**src/verilog/lbce_pkg.sv**
```systemverilog
`default_nettype none

package lbce_pkg;

	localparam int unsigned DATA_W      = 8;
	localparam int unsigned PC_W        = 9;
	localparam int unsigned RADDR_W     = 6;
	localparam int unsigned NUM_REGS    = 64;
	localparam int unsigned STACK_DEPTH = 8;
	localparam int unsigned INSTR_W     = 16;
	localparam int unsigned DEC_W       = 12;

	localparam logic [11:0] OFS_INSTR     = 12'h000;
	localparam logic [11:0] OFS_ACC       = 12'h004;
	localparam logic [11:0] OFS_STATUS    = 12'h008;
	localparam logic [11:0] OFS_PC        = 12'h00C;
	localparam logic [11:0] OFS_PC_HI_BUF = 12'h010;
	localparam logic [11:0] OFS_SP        = 12'h014;
	localparam logic [11:0] OFS_TOS       = 12'h018;
	localparam logic [11:0] OFS_DREG_BASE = 12'h100;
	localparam logic [11:0] OFS_DREG_LAST = 12'h1FC;

	localparam int unsigned STAT_ZERO_BIT = 0;
	localparam int unsigned STAT_SKIP_BIT = 1;

	localparam logic [7:0]  ACC_RST    = 8'h00;
	localparam logic [8:0]  PC_RST     = 9'h000;
	localparam logic [7:0]  PC_HI_BUF_RST = 8'h00;
	localparam logic [15:0] INSTR_RST  = 16'h0000;
	localparam logic [1:0]  HTRANS_NONSEQ_BIT = 2'h2;

	typedef enum logic [3:0] {
		OP_NOP      = 4'h0,
		OP_AND_REG  = 4'h1,
		OP_AND_IMM  = 4'h2,
		OP_BIT_CLR  = 4'h3,
		OP_BIT_SET  = 4'h4,
		OP_SKIP_CLR = 4'h5,
		OP_CALL     = 4'h6
	} lbce_op_e;

	typedef enum logic [2:0] {
		SEL_NONE,
		SEL_INSTR,
		SEL_ACC,
		SEL_STATUS,
		SEL_PC,
		SEL_PC_HI_BUF,
		SEL_SP,
		SEL_TOS
	} lbce_sel_e;

	// The immediate and call target overlay the low byte of the word.
	typedef struct packed {
		lbce_op_e   opcode;
		logic [1:0] spare;
		logic       dest;
		logic [2:0] bitpos;
		logic [5:0] addr;
	} lbce_instr_s;

	typedef struct packed {
		logic        write;
		logic [11:0] addr;
	} lbce_ahb_req_s;

	function automatic logic [7:0] lbce_imm(input lbce_instr_s ins);
		return {ins.bitpos[1:0], ins.addr};
	endfunction

endpackage

`default_nettype wire

```
**src/verilog/lbce_core.sv**
```systemverilog
// Added by the designer: the register offsets and register access over AHB-Lite.
`timescale 1ns/1ns
`default_nettype none

module lbce_core #(
	parameter int unsigned STACK_DEPTH = lbce_pkg::STACK_DEPTH
) (
	input  wire logic        hclk,
	input  wire logic        hresetn,
	input  wire logic        ce,
	input  wire logic        hsel,
	input  wire logic [31:0] haddr,
	input  wire logic [1:0]  htrans,
	input  wire logic        hwrite,
	input  wire logic [2:0]  hsize,
	input  wire logic [31:0] hwdata,
	input  wire logic        hready,
	output logic      [31:0] hrdata,
	output logic             hreadyout,
	output logic             hresp
);

	localparam int unsigned SP_W = $clog2(STACK_DEPTH);

	typedef enum logic [1:0] {ST_IDLE, ST_DATA, ST_EXEC1, ST_EXEC2} lbce_state_e;

	lbce_state_e           state_r;
	lbce_pkg::lbce_ahb_req_s req_r;
	lbce_pkg::lbce_instr_s instr_r;
	logic [7:0]            acc_r;
	logic                  zero_flag_r;
	logic                  skip_pend_r;
	logic [8:0]            pc_r;
	logic [7:0]            pc_hi_buf_r;
	logic [SP_W-1:0]       sp_r;
	logic [8:0]            stack_r [STACK_DEPTH];
	logic [31:0]           hrdata_r;
	logic                  hreadyout_r;

	logic                  rf_we;
	logic [5:0]            rf_waddr;
	logic [7:0]            rf_wdata;
	logic [5:0]            rf_raddr;
	logic [7:0]            rf_rdata;

	lbce_pkg::lbce_sel_e   bus_sel;
	logic                  bus_dreg;
	logic                  wr_fire;
	logic                  ex_fire;
	logic                  discard;
	logic [7:0]            bit_mask;
	logic                  test_bit;
	logic [7:0]            and_res;
	logic [31:0]           rd_val;

	function automatic lbce_pkg::lbce_sel_e reg_sel(input logic [11:0] a);
		unique case (a)
			lbce_pkg::OFS_INSTR:  return lbce_pkg::SEL_INSTR;
			lbce_pkg::OFS_ACC:    return lbce_pkg::SEL_ACC;
			lbce_pkg::OFS_STATUS: return lbce_pkg::SEL_STATUS;
			lbce_pkg::OFS_PC:     return lbce_pkg::SEL_PC;
			lbce_pkg::OFS_PC_HI_BUF: return lbce_pkg::SEL_PC_HI_BUF;
			lbce_pkg::OFS_SP:     return lbce_pkg::SEL_SP;
			lbce_pkg::OFS_TOS:    return lbce_pkg::SEL_TOS;
			default:              return lbce_pkg::SEL_NONE;
		endcase
	endfunction

	function automatic logic is_dreg(input logic [11:0] a);
		return a >= lbce_pkg::OFS_DREG_BASE && a <= lbce_pkg::OFS_DREG_LAST && a[1:0] == 2'h0;
	endfunction

	assign bus_sel  = reg_sel(req_r.addr);
	assign bus_dreg = is_dreg(req_r.addr);
	assign wr_fire  = state_r == ST_DATA && req_r.write;
	assign ex_fire  = state_r == ST_EXEC1;
	// A word arriving while a skip is pending is the prefetched one and runs as a no-op.
	assign discard  = skip_pend_r;
	assign bit_mask = 8'h01 << instr_r.bitpos;
	assign test_bit = rf_rdata[instr_r.bitpos];
	assign and_res  = acc_r & ((instr_r.opcode == lbce_pkg::OP_AND_IMM) ?
		lbce_pkg::lbce_imm(instr_r) : rf_rdata);

	always_comb begin
		rf_raddr = (state_r == ST_DATA) ? req_r.addr[7:2] : instr_r.addr;
		rf_we    = 1'b0;
		rf_waddr = instr_r.addr;
		rf_wdata = rf_rdata;
		if (wr_fire && bus_dreg) begin
			rf_we    = 1'b1;
			rf_waddr = req_r.addr[7:2];
			rf_wdata = hwdata[7:0];
		end else if (ex_fire && !discard) begin
			unique case (instr_r.opcode)
				lbce_pkg::OP_AND_REG: begin
					rf_we    = instr_r.dest;
					rf_wdata = and_res;
				end
				lbce_pkg::OP_BIT_CLR: begin
					rf_we    = 1'b1;
					rf_wdata = rf_rdata & ~bit_mask;
				end
				lbce_pkg::OP_BIT_SET: begin
					rf_we    = 1'b1;
					rf_wdata = rf_rdata | bit_mask;
				end
				default: begin
					rf_we = 1'b0;
				end
			endcase
		end
	end

	lbce_regfile #(
		.DW (lbce_pkg::DATA_W),
		.AW (lbce_pkg::RADDR_W),
		.N  (lbce_pkg::NUM_REGS)
	) u_regfile (
		.hclk  (hclk),
		.ce    (ce),
		.we    (rf_we),
		.waddr (rf_waddr),
		.wdata (rf_wdata),
		.raddr (rf_raddr),
		.rdata (rf_rdata)
	);

	always_comb begin
		rd_val = 32'h00000000;
		if (bus_dreg) begin
			rd_val[7:0] = rf_rdata;
		end else begin
			unique case (bus_sel)
				lbce_pkg::SEL_INSTR:  rd_val[15:0] = instr_r;
				lbce_pkg::SEL_ACC:    rd_val[7:0] = acc_r;
				lbce_pkg::SEL_STATUS: begin
					rd_val[lbce_pkg::STAT_ZERO_BIT] = zero_flag_r;
					rd_val[lbce_pkg::STAT_SKIP_BIT] = skip_pend_r;
				end
				lbce_pkg::SEL_PC:     rd_val[8:0] = pc_r;
				lbce_pkg::SEL_PC_HI_BUF: rd_val[7:0] = pc_hi_buf_r;
				lbce_pkg::SEL_SP:     rd_val[SP_W-1:0] = sp_r;
				lbce_pkg::SEL_TOS:    rd_val[8:0] = stack_r[sp_r - SP_W'(1)];
				lbce_pkg::SEL_NONE:   rd_val = 32'h00000000;
			endcase
		end
	end

	// Bus sequencing; the data phase is stretched over execution, so a new word cannot overrun.
	always_ff @(posedge hclk or negedge hresetn) begin
		if (!hresetn) begin
			state_r     <= ST_IDLE;
			req_r       <= '0;
			instr_r     <= lbce_pkg::INSTR_RST;
			hrdata_r    <= 32'h00000000;
			hreadyout_r <= 1'b1;
		end else if (ce) begin
			unique case (state_r)
				ST_IDLE: begin
					if (hsel && hready && (htrans & lbce_pkg::HTRANS_NONSEQ_BIT) != 2'h0) begin
						req_r       <= {hwrite, haddr[11:0]};
						state_r     <= ST_DATA;
						hreadyout_r <= 1'b0;
					end
				end
				ST_DATA: begin
					if (req_r.write && bus_sel == lbce_pkg::SEL_INSTR) begin
						instr_r <= hwdata[15:0];
						state_r <= ST_EXEC1;
					end else begin
						if (!req_r.write) begin
							hrdata_r <= rd_val;
						end
						state_r     <= ST_IDLE;
						hreadyout_r <= 1'b1;
					end
				end
				ST_EXEC1: begin
					if (!discard && (instr_r.opcode == lbce_pkg::OP_CALL ||
						(instr_r.opcode == lbce_pkg::OP_SKIP_CLR && !test_bit))) begin
						state_r <= ST_EXEC2;
					end else begin
						state_r     <= ST_IDLE;
						hreadyout_r <= 1'b1;
					end
				end
				ST_EXEC2: begin
					state_r     <= ST_IDLE;
					hreadyout_r <= 1'b1;
				end
			endcase
		end
	end

	always_ff @(posedge hclk or negedge hresetn) begin
		if (!hresetn) begin
			acc_r <= lbce_pkg::ACC_RST;
		end else if (ce) begin
			if (wr_fire && bus_sel == lbce_pkg::SEL_ACC) begin
				acc_r <= hwdata[7:0];
			end else if (ex_fire && !discard && instr_r.opcode == lbce_pkg::OP_AND_IMM) begin
				acc_r <= and_res;
			end else if (ex_fire && !discard && instr_r.opcode == lbce_pkg::OP_AND_REG &&
				!instr_r.dest) begin
				acc_r <= and_res;
			end
		end
	end

	always_ff @(posedge hclk or negedge hresetn) begin
		if (!hresetn) begin
			zero_flag_r <= 1'b0;
		end else if (ce) begin
			if (ex_fire && !discard && (instr_r.opcode == lbce_pkg::OP_AND_REG ||
				instr_r.opcode == lbce_pkg::OP_AND_IMM)) begin
				zero_flag_r <= and_res == 8'h00;
			end else if (wr_fire && bus_sel == lbce_pkg::SEL_STATUS) begin
				zero_flag_r <= hwdata[lbce_pkg::STAT_ZERO_BIT];
			end
		end
	end

	always_ff @(posedge hclk or negedge hresetn) begin
		if (!hresetn) begin
			skip_pend_r <= 1'b0;
		end else if (ce && ex_fire) begin
			if (discard) begin
				skip_pend_r <= 1'b0;
			end else if (instr_r.opcode == lbce_pkg::OP_SKIP_CLR) begin
				skip_pend_r <= !test_bit;
			end
		end
	end

	always_ff @(posedge hclk or negedge hresetn) begin
		if (!hresetn) begin
			pc_r <= lbce_pkg::PC_RST;
		end else if (ce) begin
			if (wr_fire && bus_sel == lbce_pkg::SEL_PC) begin
				pc_r <= hwdata[8:0];
			end else if (ex_fire && !discard && instr_r.opcode == lbce_pkg::OP_CALL) begin
				pc_r <= {pc_hi_buf_r[0], lbce_pkg::lbce_imm(instr_r)};
			end else if (ex_fire) begin
				pc_r <= pc_r + 9'h001;
			end
		end
	end

	always_ff @(posedge hclk or negedge hresetn) begin
		if (!hresetn) begin
			pc_hi_buf_r <= lbce_pkg::PC_HI_BUF_RST;
		end else if (ce && wr_fire && bus_sel == lbce_pkg::SEL_PC_HI_BUF) begin
			pc_hi_buf_r <= hwdata[7:0];
		end
	end

	// The stack wraps silently on overflow; software owns the depth budget.
	always_ff @(posedge hclk or negedge hresetn) begin
		if (!hresetn) begin
			sp_r <= '0;
		end else if (ce) begin
			if (wr_fire && bus_sel == lbce_pkg::SEL_SP) begin
				sp_r <= hwdata[SP_W-1:0];
			end else if (ex_fire && !discard && instr_r.opcode == lbce_pkg::OP_CALL) begin
				sp_r <= sp_r + SP_W'(1);
			end
		end
	end

	always_ff @(posedge hclk) begin
		if (ce && ex_fire && !discard && instr_r.opcode == lbce_pkg::OP_CALL) begin
			stack_r[sp_r] <= pc_r + 9'h001;
		end
	end

	assign hrdata    = hrdata_r;
	assign hreadyout = hreadyout_r;
	assign hresp     = 1'b0;

	logic op_go;
	assign op_go = ex_fire && !discard && ce;
endmodule

`default_nettype wire

```
**src/verilog/lbce_regfile.sv**
```systemverilog
`timescale 1ns/1ns
`default_nettype none

// Data memory with an asynchronous read, so an operand is usable in the cycle it is addressed.
module lbce_regfile #(
	parameter int unsigned DW = 8,
	parameter int unsigned AW = 6,
	parameter int unsigned N  = 64
) (
	input  wire logic          hclk,
	input  wire logic          ce,
	input  wire logic          we,
	input  wire logic [AW-1:0] waddr,
	input  wire logic [DW-1:0] wdata,
	input  wire logic [AW-1:0] raddr,
	output logic      [DW-1:0] rdata
);

	logic [DW-1:0] mem [N];

	always_ff @(posedge hclk) begin
		if (ce && we) begin
			mem[waddr] <= wdata;
		end
	end

	assign rdata = mem[raddr];

endmodule

`default_nettype wire

```
**config.mk**
```make
export PLATFORM = sky130hd
export DESIGN_NAME = lbce_core
export DESIGN_NICKNAME = d
export VERILOG_FILES = /design/src/verilog/lbce_pkg.sv /design/src/verilog/lbce_core.sv /design/src/verilog/lbce_regfile.sv
export SDC_FILE = /design/constraint.sdc
export NUM_CORES = 1
export LEC_CHECK = 0
export BUFFER_PORTS_ARGS = -buffer_cell sky130_fd_sc_hd__buf_4
export CAP_MARGIN = 20
export CORE_MARGIN = 2
export CORE_UTILIZATION = 45
export CTS_CLUSTER_DIAMETER = 200
export DETAILED_ROUTE_END_ITERATION = 10
export MAX_ROUTING_LAYER = met4
export PLACE_DENSITY = 0.58
export SLEW_MARGIN = 20
export SYNTH_ARGS = -nofsm -noshare
export SYNTH_HDL_FRONTEND = slang
export SYNTH_HIERARCHICAL = 1
export SYNTH_SLANG_ARGS = --single-unit
```
**constraint.sdc**
```tcl
create_clock -name hclk -period 9.05 [get_ports hclk]
set_input_delay 1.3575 -clock hclk [delete_from_list [all_inputs] [get_ports hclk]]
set_output_delay 1.3575 -clock hclk [all_outputs]
set_load 0.03 [all_outputs]
```
==> impl.org, run 1 <==
** Global route
- Entering global routing, the biggest net connects 79 pins.
- Initial antenna violation count :: 0
- Global-route wire length before repair :: 97.6 mm
- All-layer global routing usage :: 21.4%
- The number of global-route vias before repair was 15200.
- GR Overflow Total :: 0

** Worst setup path
- STA classifies the critical path endpoint as a register.
- By startpoint and endpoint, the worst setup path is classified as register to register.
- Data arrives at the worst endpoint at 6.17 ns.
- The worst setup path is launched from a register.
- The worst register-to-register path has a depth of 13.
- Peak fanout along the critical path :: 66
- STA puts the critical path data required time at 9.44 ns.

** Layout
- Syn-to-layout area delta :: 13.1%
- Leading cell type in the layout, fill and taps excluded :: edfxtp_1
- Multi-input gate area in the final layout :: 0.00794 mm^2
- Most frequent cells in the layout :: edfxtp_1, mux4_2, nor2_1, buf_4
- Layout Nets :: 1721
- Summing all flip-flop and latch instances after layout gives 0.0195 mm^2.
- Fill cells in the final layout number 5010.
- The number of antenna diodes in the final layout is 0.
- Design area :: approximately 0.032 mm^2
- Fraction of final layout cells with drive strength greater than 1 :: 23.8%

** Clock tree
- The later pin in the worst-skew pair is clocked with a latency of slightly above 0.6 ns.
- CTS H-tree lvls :: 3
- Counting along the longest clock path gives a buffer depth of 3.
- Once the clock tree was built, the resizer swapped 0 gates to a different size.
- Cell at the root of the clock tree :: clkbuf_16
- In this run the post-CTS setup repair buffer count came out at 0.
- After clock tree synthesis, the clock-pin slew on the worst setup and hold paths is about 0.070 ns.
- Number of buffers inserted during clock tree synthesis :: just over 70
- TritonCTS built the clock tree.
- Number of buffers inserted by hold repair at cts :: 0
- For this design, the sink count on the clock tree is 662.

** Floorplanning
- The floorplan step set the die height to 253 um.
- For this design the top-level I/O count stands at 109.
- Effective utilization at floorplan :: between 40% and 50%
- Die area :: 0.0642 mm^2
- Overall die width :: 253 um
- Number of core rows :: 91
- The region available for standard cell placement spans about 0.062 mm^2.

** Yosys
- Summed over all instances, the cell type with the most area after synthesis is edfxtp_1.
- Synth Instances :: 1584
- #FFs+latches synth :: 662
- Yosys printed 6 warnings.
- The synthesized design contains 584 enable-type register cells.
- Fraction of synthesized cell area taken by the top area cell type :: between 60% and 70%
- Total standard cell area after synthesis :: 0.0280 mm^2
- Yosys attributes the largest share of cell area to edfxtp_1, mux4_2, dfrtp_1, mux4_1, mux2i_1.
- Average footprint of a synthesized cell :: 17.7 um^2
- Synth cell types :: 83
- The share of the Yosys chip area taken by registers is 69.7%.
- Asr flop ratio synth :: about an eighth
- Synth Flop Type :: edfxtp_1

** Pwr
- The completed layout was analyzed and its total power is 7920 uW.
- The worst-case IR drop observed on VDD is 0.183 mV.
- Power density over the cells :: 250 mW/mm^2
- Leakage :: approximately 0.01 uW

** STA
- RSZ-0062 raised after global routing :: no
- The routed design could run at a clock period as short as 5.78 ns.
- Final hold viol count :: 0
- TNS Setup :: 0 ns
- Headroom to the max-slew limit came out at about 28%.
- Final Cycle Share :: between 60 and 70%
- At the pin with the least slew margin, the transition time is 1.07 ns.
- Setup-failing EPs final :: 0
- Clk_skew :: 0.0290 ns
- The number of pins with negative max-slew slack in the final report is 0.
- Static timing analysis puts the maximum clock frequency at 0.173 GHz.

** Place
- Port buffering added 51 buffers.
- After detailed placement, the total cell area comes to roughly 0.029 mm^2.
- Post-DP HPWL :: 40.2 mm
- Final weighted congestion in routability-driven placement :: 0.896

** Route
- Total iterations of the first detailed-routing run :: 7
- The detailed router placed 15000 vias in this run.
- In the routed layout, each cell is associated on average with a via count of 5.91.
- Wires add up to 65.5 mm.
- The detailed router finished its first iteration with 1189 violations.
- Final routed wire length divided by cell count :: 25.8 um
- Count of unresolved DRC violations after routing :: 0
- Antenna violation net count after detailed routing :: 0

** Hold path
- Counting instances, the worst hold path has a depth of 1.
- Worst hold path type :: register to register

** Run
- Number of violations of the max-capacitance limit :: 0

** Status
- Run status :: complete, no violations
[registers in the layout (all words and copies together), names as in the netlist, 2 cells and up]
signal         flops
hrdata            16
sp_r               3
req_r             13
pc_hi_buf_r        8
acc_r              8
stack_r           72
instr_r           16
pc_r               9
state_r            2
u_regfile/mem    512
[path summary, 6_finish.rpt]
| path | startpoint | to | slack [ns] |
|---|---|---|---|
| worst min-delay path | instr_r[10] | hrdata[10] | 0.48 |
| max in group asynchronous | hresetn | req_r[8] | 7.72 |
| worst min register to register | instr_r[10] | hrdata[10] | 0.48 |
| worst max register to register | state_r[1] | u_regfile/mem[34][2] | 3.27 |
| min in group asynchronous | hresetn | instr_r[11] | 0.79 |
| worst max-delay path | state_r[1] | u_regfile/mem[34][2] | 3.27 |
[metrics by stage]
step | cells | utilization (%) | hold WS, ns | setup slack (ns)
6_report | 2540 | 51.4 | 0.483 | 3.27
5_1_grt | 2540 | 51.4 | 0.525 | 2.78
4_1_cts | 2540 | 51.3 | 0.491 | 3.22
3_5_place_dp | 2406 | 47.3 | 0.479 | 3.25
3_3_place_gp | 2406 | 47.3 | 0.471 | 3.36
2_1_floorplan | 1600 | - | 0.462 | 2.71
[cells in the mapped netlist (all sizes together), types with 5 or more instances]
master  instances
o21ai          44
nand2          78
dfrtp          77
a21oi          32
xnor2           5
nor2          102
mux4          147
and4            5
buf            70
nand2b          6
and2            7
nor3           10
o211ai          9
nand4           5
inv            18
or3b            5
nor2b          16
edfxtp        584
and3           14
mux2i          53
a22oi          38
a22o           10
clkbuf         42
a221o           5
nand3          40
o21a            6
a211oi          5
o221ai          5
mux2           48
nor4           14
o22ai           5
a31oi           7
nand3b          9
[per-layer routing]
metal | vias to the layer above | global-route usage [%] | routed length, um
met4 | 0 | 7.10 | 1930
met3 | 121 | 4.28 | 4480
li1 | 6509 | - | -
met5 | - | - | 0
met2 | 534 | 32.3 | 31000
met1 | 7842 | 29.4 | 28000
[final cells by class]
| cell class | instances | area share (%) |
|---|---|---|
| Clock buffer | 90 | 6.31 |
| Clock inverter | 44 | 1.49 |
| Inverter | 18 | 0.214 |
| Multi-Input combinational cell | 808 | 25.1 |
| Sequential cell | 662 | 61.6 |
| Tap cell | 837 | 3.31 |
| Timing Repair Buffer | 81 | 1.97 |
[critical path, stage by stage (launching register included)]
cell and delay, ns:
dfrtp_1 0.47, nand2b_1 0.44, mux2_8 0.86, buf_4 0.48
mux4_1 0.35, a22oi_1 0.16, nand3_1 0.25, and4_1 0.43
nand2_1 0.08, mux2_2 0.30, o221ai_1 0.15, o21ai_0 0.17
o21ai_4 0.78, buf_4 0.44
[report_power, final]
| part | switching, uW | leakage, uW | total (uW) | internal, uW |
|---|---|---|---|---|
| logic | 776 | 0.00284 | 1130 | 351 |
| clock network | 1170 | 0.00122 | 3020 | 1850 |
| registers | 84.0 | 0.00624 | 3780 | 3690 |
| total | 2030 | 0.0103 | 7920 | 5890 |
[logic make-up after synthesis]
| family | synth area share, % |
|---|---|
| muxes | 16.1 |
| and+or+nand+nor | 6.15 |
| AOI/OAI and AO/OA | 4.95 |
| xor gates and xnor gates | 0.277 |
| adders and majority gates | 0.134 |
| other | 0.0134 |
| buffers and inverters | 2.67 |
| DFF | 69.7 |
Power figures use the tool's default switching activity.
==> run 2, diff against run 1 <==
ABC_AREA = 1   (was default)
PLACE_DENSITY = 0.6   (was 0.58)
clock period = 4.7 ns   (was 9.05 ns; I/O delays follow)
==> impl.org, run 2 <==
** Global route
- The initial antenna violation count is 0 (unchanged).
- The first-pass GRT wire length is 115 mm (+17%).
- The overall overflow remaining after global route came to 0 (unchanged).
- The met1 track demand over resource in global routing was 30.5% (+1.0 points).
- Routing usage on met3 :: 3.97% (-0.31 points)
- The pin count of the biggest net entering global routing was 114 (+44%).
- The global routing stage identified its most utilized layer as met2.
- The global router's overall resource usage came to 23.3% (+1.9 points).
- The number of global-route vias before repair came to 19300 (+27%).
- The global routing usage on met2 was 37.6% (+5.4 points).

** Layout
- Syn-to-layout area delta :: 12.7%
- Fraction of final layout cells with drive strength greater than 1 :: 10.1% (-14 points)
- Leading cell type in the layout, fill and taps excluded :: nand2_1
- Diode count :: 0 (unchanged)
- The number of fill cells in the layout was 5739 (+15%).
- The largest registers in the layout are u_regfile/mem x512, stack_r x72.
- The top cell types in the final layout, fill and taps aside, are nand2_1, edfxtp_1, nand3_1, nor2_1, buf_4.
- Layout Nets :: 2894 (+68%)
- Biggest register :: u_regfile/mem
- Flip-flop count of the largest register, all copies and words added :: 512 (unchanged)

** Clock tree
- The clock sink count was 662 (unchanged).
- The H-tree level count was 3 (unchanged).
- Number of buffers inserted during clock tree synthesis :: 71 (-1.4%)
- Clock edge transition at the registers on the reported setup and hold paths :: 0.06 ns (about the same)
- Cell at the root of the clock tree :: clkbuf_16
- The deepest clock path buffer count came to 3 (unchanged).
- TritonCTS built the clock tree.
- Number of setup buffers added after CTS :: 0 (unchanged)
- The insertion delay to the later sink of the worst-skew pair was 0.62 ns (about the same).
- Number of buffers inserted by hold repair at cts :: 0 (unchanged)
- The number of resized instances in the post-cts repair step was 0 (unchanged).

** Route
- The average wire per cell in the routed design was 20.2 um (-22%).
- The detailed-route vias per instance came to 5.39 (-8.8%).
- The count of unresolved DRC violations after routing is 0 (unchanged).
- Antenna violation net count after detailed routing :: 0 (unchanged)
- Iteration-0 DRC Markers :: 1885 (+59%)
- Total iterations of the first detailed-routing run :: 5 (-2)
- Post-Route WL :: 75.3 mm (+15%)
- The via count of the routed design was 20000 (+34%).

** Place
- Final weighted congestion in routability-driven placement :: 0.940 (+4.9%)
- Worst slack at placement :: 0.632 ns (-2.62 ns)
- Number of port buffers :: 51 (unchanged)
- The placed wire-length estimate was 46.1 mm (+15%).

** Yosys
- In the post-synthesis netlist, the cell with the most instances is nand2_1.
- The sequential-to-total area share from yosys stat is 67.0% (-2.7 points).
- Number of flops mapped to enable cells by yosys :: 584 (unchanged)
- The number of warnings reported in the yosys synthesis log was 6 (unchanged).
- The proportion of synthesized flip-flops having asynchronous set or reset came to 11.8% (unchanged).
- The number of unique standard cell types used by synthesis is 49 (-41%).
- Synth Instances :: 2759 (+74%)
- Synth Flop Type :: edfxtp_1
- Of all cell types, the one taking the most synthesized area is edfxtp_1.
- Average footprint of a synthesized cell :: 10.5 um^2 (-40%)
- #FFs+latches synth :: 662 (unchanged)
- In the synthesized netlist, the cells that appear most often are nand2_1, edfxtp_1, nand3_1, nor2_1, inv_1.
- Largest cells by area after synthesis :: edfxtp_1, nand2_1, nand3_1, dfrtp_1, nor2_1
- Total standard cell area after synthesis :: 0.0291 mm^2 (+4.1%)
- Fraction of synthesized cell area taken by the top area cell type :: 60.3% (-2.4 points)

** Worst setup path
- Data required time at the worst endpoint :: 5.07 ns (-4.37 ns)
- In this run the worst setup path begins at state_r[1].
- Reg-to-reg startpoint :: state_r[1]
- The count of cells along the worst register-to-register path is 20 (+7).
- The maximum fanout along the worst path was 64 (-3.0%).
- The arrival time reported for the critical path endpoint came to 4.59 ns (-1.58 ns).
- The setup path with the least slack is of type register to register.
- The worst setup path is launched from a register.
- The worst setup path is captured at a register.

** STA
- The final sum of negative setup slack is 0 ns (unchanged).
- Remaining max-slew budget at the tightest pin :: 30.0% (+1.7 points)
- The worst clock skew was 0.0316 ns (+0.00268 ns).
- The number of pins with negative max-slew slack in the final report was 0 (unchanged).
- The maximum achievable frequency came to 0.237 GHz (+37%).
- Worst-margin pin slew :: 1.04 ns (-0.0305 ns)
- Post-route worst setup slack :: 0.485 ns (-2.79 ns)
- The minimum clock period after layout came to 4.21 ns (-1.56 ns).
- Setup-failing EPs final :: 0 (unchanged)
- The final clock period utilization by the worst path was 89.7% (+26 points).
- Setup repair after global routing left no endpoint under its margin.
- The final hold violation count is 0 (unchanged).

** Floorplanning
- Number of core rows :: 93 (+2.2%)
- The die span in y was 258 um (+2.0%).
- Core area :: 0.0642 mm^2 (+4.3%)
- The area of the die is 0.0667 mm^2 (+4.0%).
- The die width is 258 um (+2.0%).
- Effective utilization at floorplan :: 45.3% (-0.095 points)
- The top-level I/O count is 109 (unchanged).

** Hold path
- Worst hold path type :: primary input to asynchronous set/reset pin

** Pwr
- The static leakage power was 0.0125 uW (+21%).
- The total power density per cell area is 763 mW/mm^2 (+200%).
- Largest vdd supply drop :: 0.904 mV (+390%)

** Status
- The flow ran to the end, and the final reports show no timing, DRC or antenna violations.

** Run
- The number of max-cap violations is 0 (unchanged).
[run 2: final cells by class]
class	count	area [um^2]	area share, %
repair buffers	130	1240	3.79
inverters	107	413	1.26
multi-input cells	1844	8370	25.5
flip-flops and latches	662	19500	59.4
clock inverters	33	333	1.01
clock buffers	91	1890	5.77
well taps	855	1070	3.26
[run 2: metrics by stage]
step	hold WS, ns	power (uW)	util [%]	std cells	instance area [um^2]
2_1_floorplan	0.409	15300	-	2775	29200
3_3_place_gp	0.469	19600	47.6	3598	30600
3_5_place_dp	0.475	19800	47.6	3598	30600
4_1_cts	0.295	25200	51.1	3722	32800
5_1_grt	0.186	26400	51.1	3722	32800
6_report	0.148	25000	51.1	3722	32800
[run 2: routing by layer]
metal  vias up  routed length [um]  part of all wire, %
met1      9716               31400                   42
met3       128                5340                  7.1
met5         -                   0                    0
li1       9575                   -                    -
met2       628               36400                   48
met4         0                2170                  2.9
[run 2: critical path, stage by stage (launching register included)]
cell     delay (ns)
dfrtp_1        0.43
nor2_4         0.19
buf_4          0.23
o21ai_4        0.12
inv_6          0.38
buf_4          0.31
nand2_1        0.07
nand3_1        0.07
nand3_1        0.12
nand2_1        0.09
nand2_1        0.08
nand3_1        0.17
nand3_1        0.20
nand2_1        0.24
nand2_1        0.07
o21ai_0        0.17
nand2_1        0.17
o21ai_0        0.20
nor2_1         0.09
o22ai_4        0.14
buf_12         0.28
[run 2: report_power, final]
part | internal, uW | switching (uW)
clock | 3180 | 2230
combinational | 2710 | 7740
sequential | 9060 | 102
[run 2: worst paths after layout]
check                                        to  slack [ns]
hold reg to reg                       hrdata[9]        0.49
hold / removal                   pc_hi_buf_r[3]        0.15
max in group asynchronous             req_r[11]        4.05
setup reg to reg           u_regfile/mem[49][0]        0.49
min in group hclk                      req_r[8]        0.33
setup / recovery           u_regfile/mem[49][0]        0.49
[run 2: cells by family (layout without fill, tap and decap cells)]
| kind of cell | count (synthesis) | after routing | synth area share, % |
|---|---|---|---|
| and+or+nand+nor | 1637 | 1637 | 24.1 |
| DFF | 662 | 662 | 67.0 |
| buffers and inverters | 269 | 361 | 5.02 |
| AOI/OAI and AO/OA | 173 | 173 | 3.26 |
| xor gates and xnor gates | 7 | 7 | 0.211 |
| muxes | 7 | 7 | 0.292 |
| adders and majority gates | 3 | 3 | 0.129 |
| other | 1 | 17 | 0.0129 |
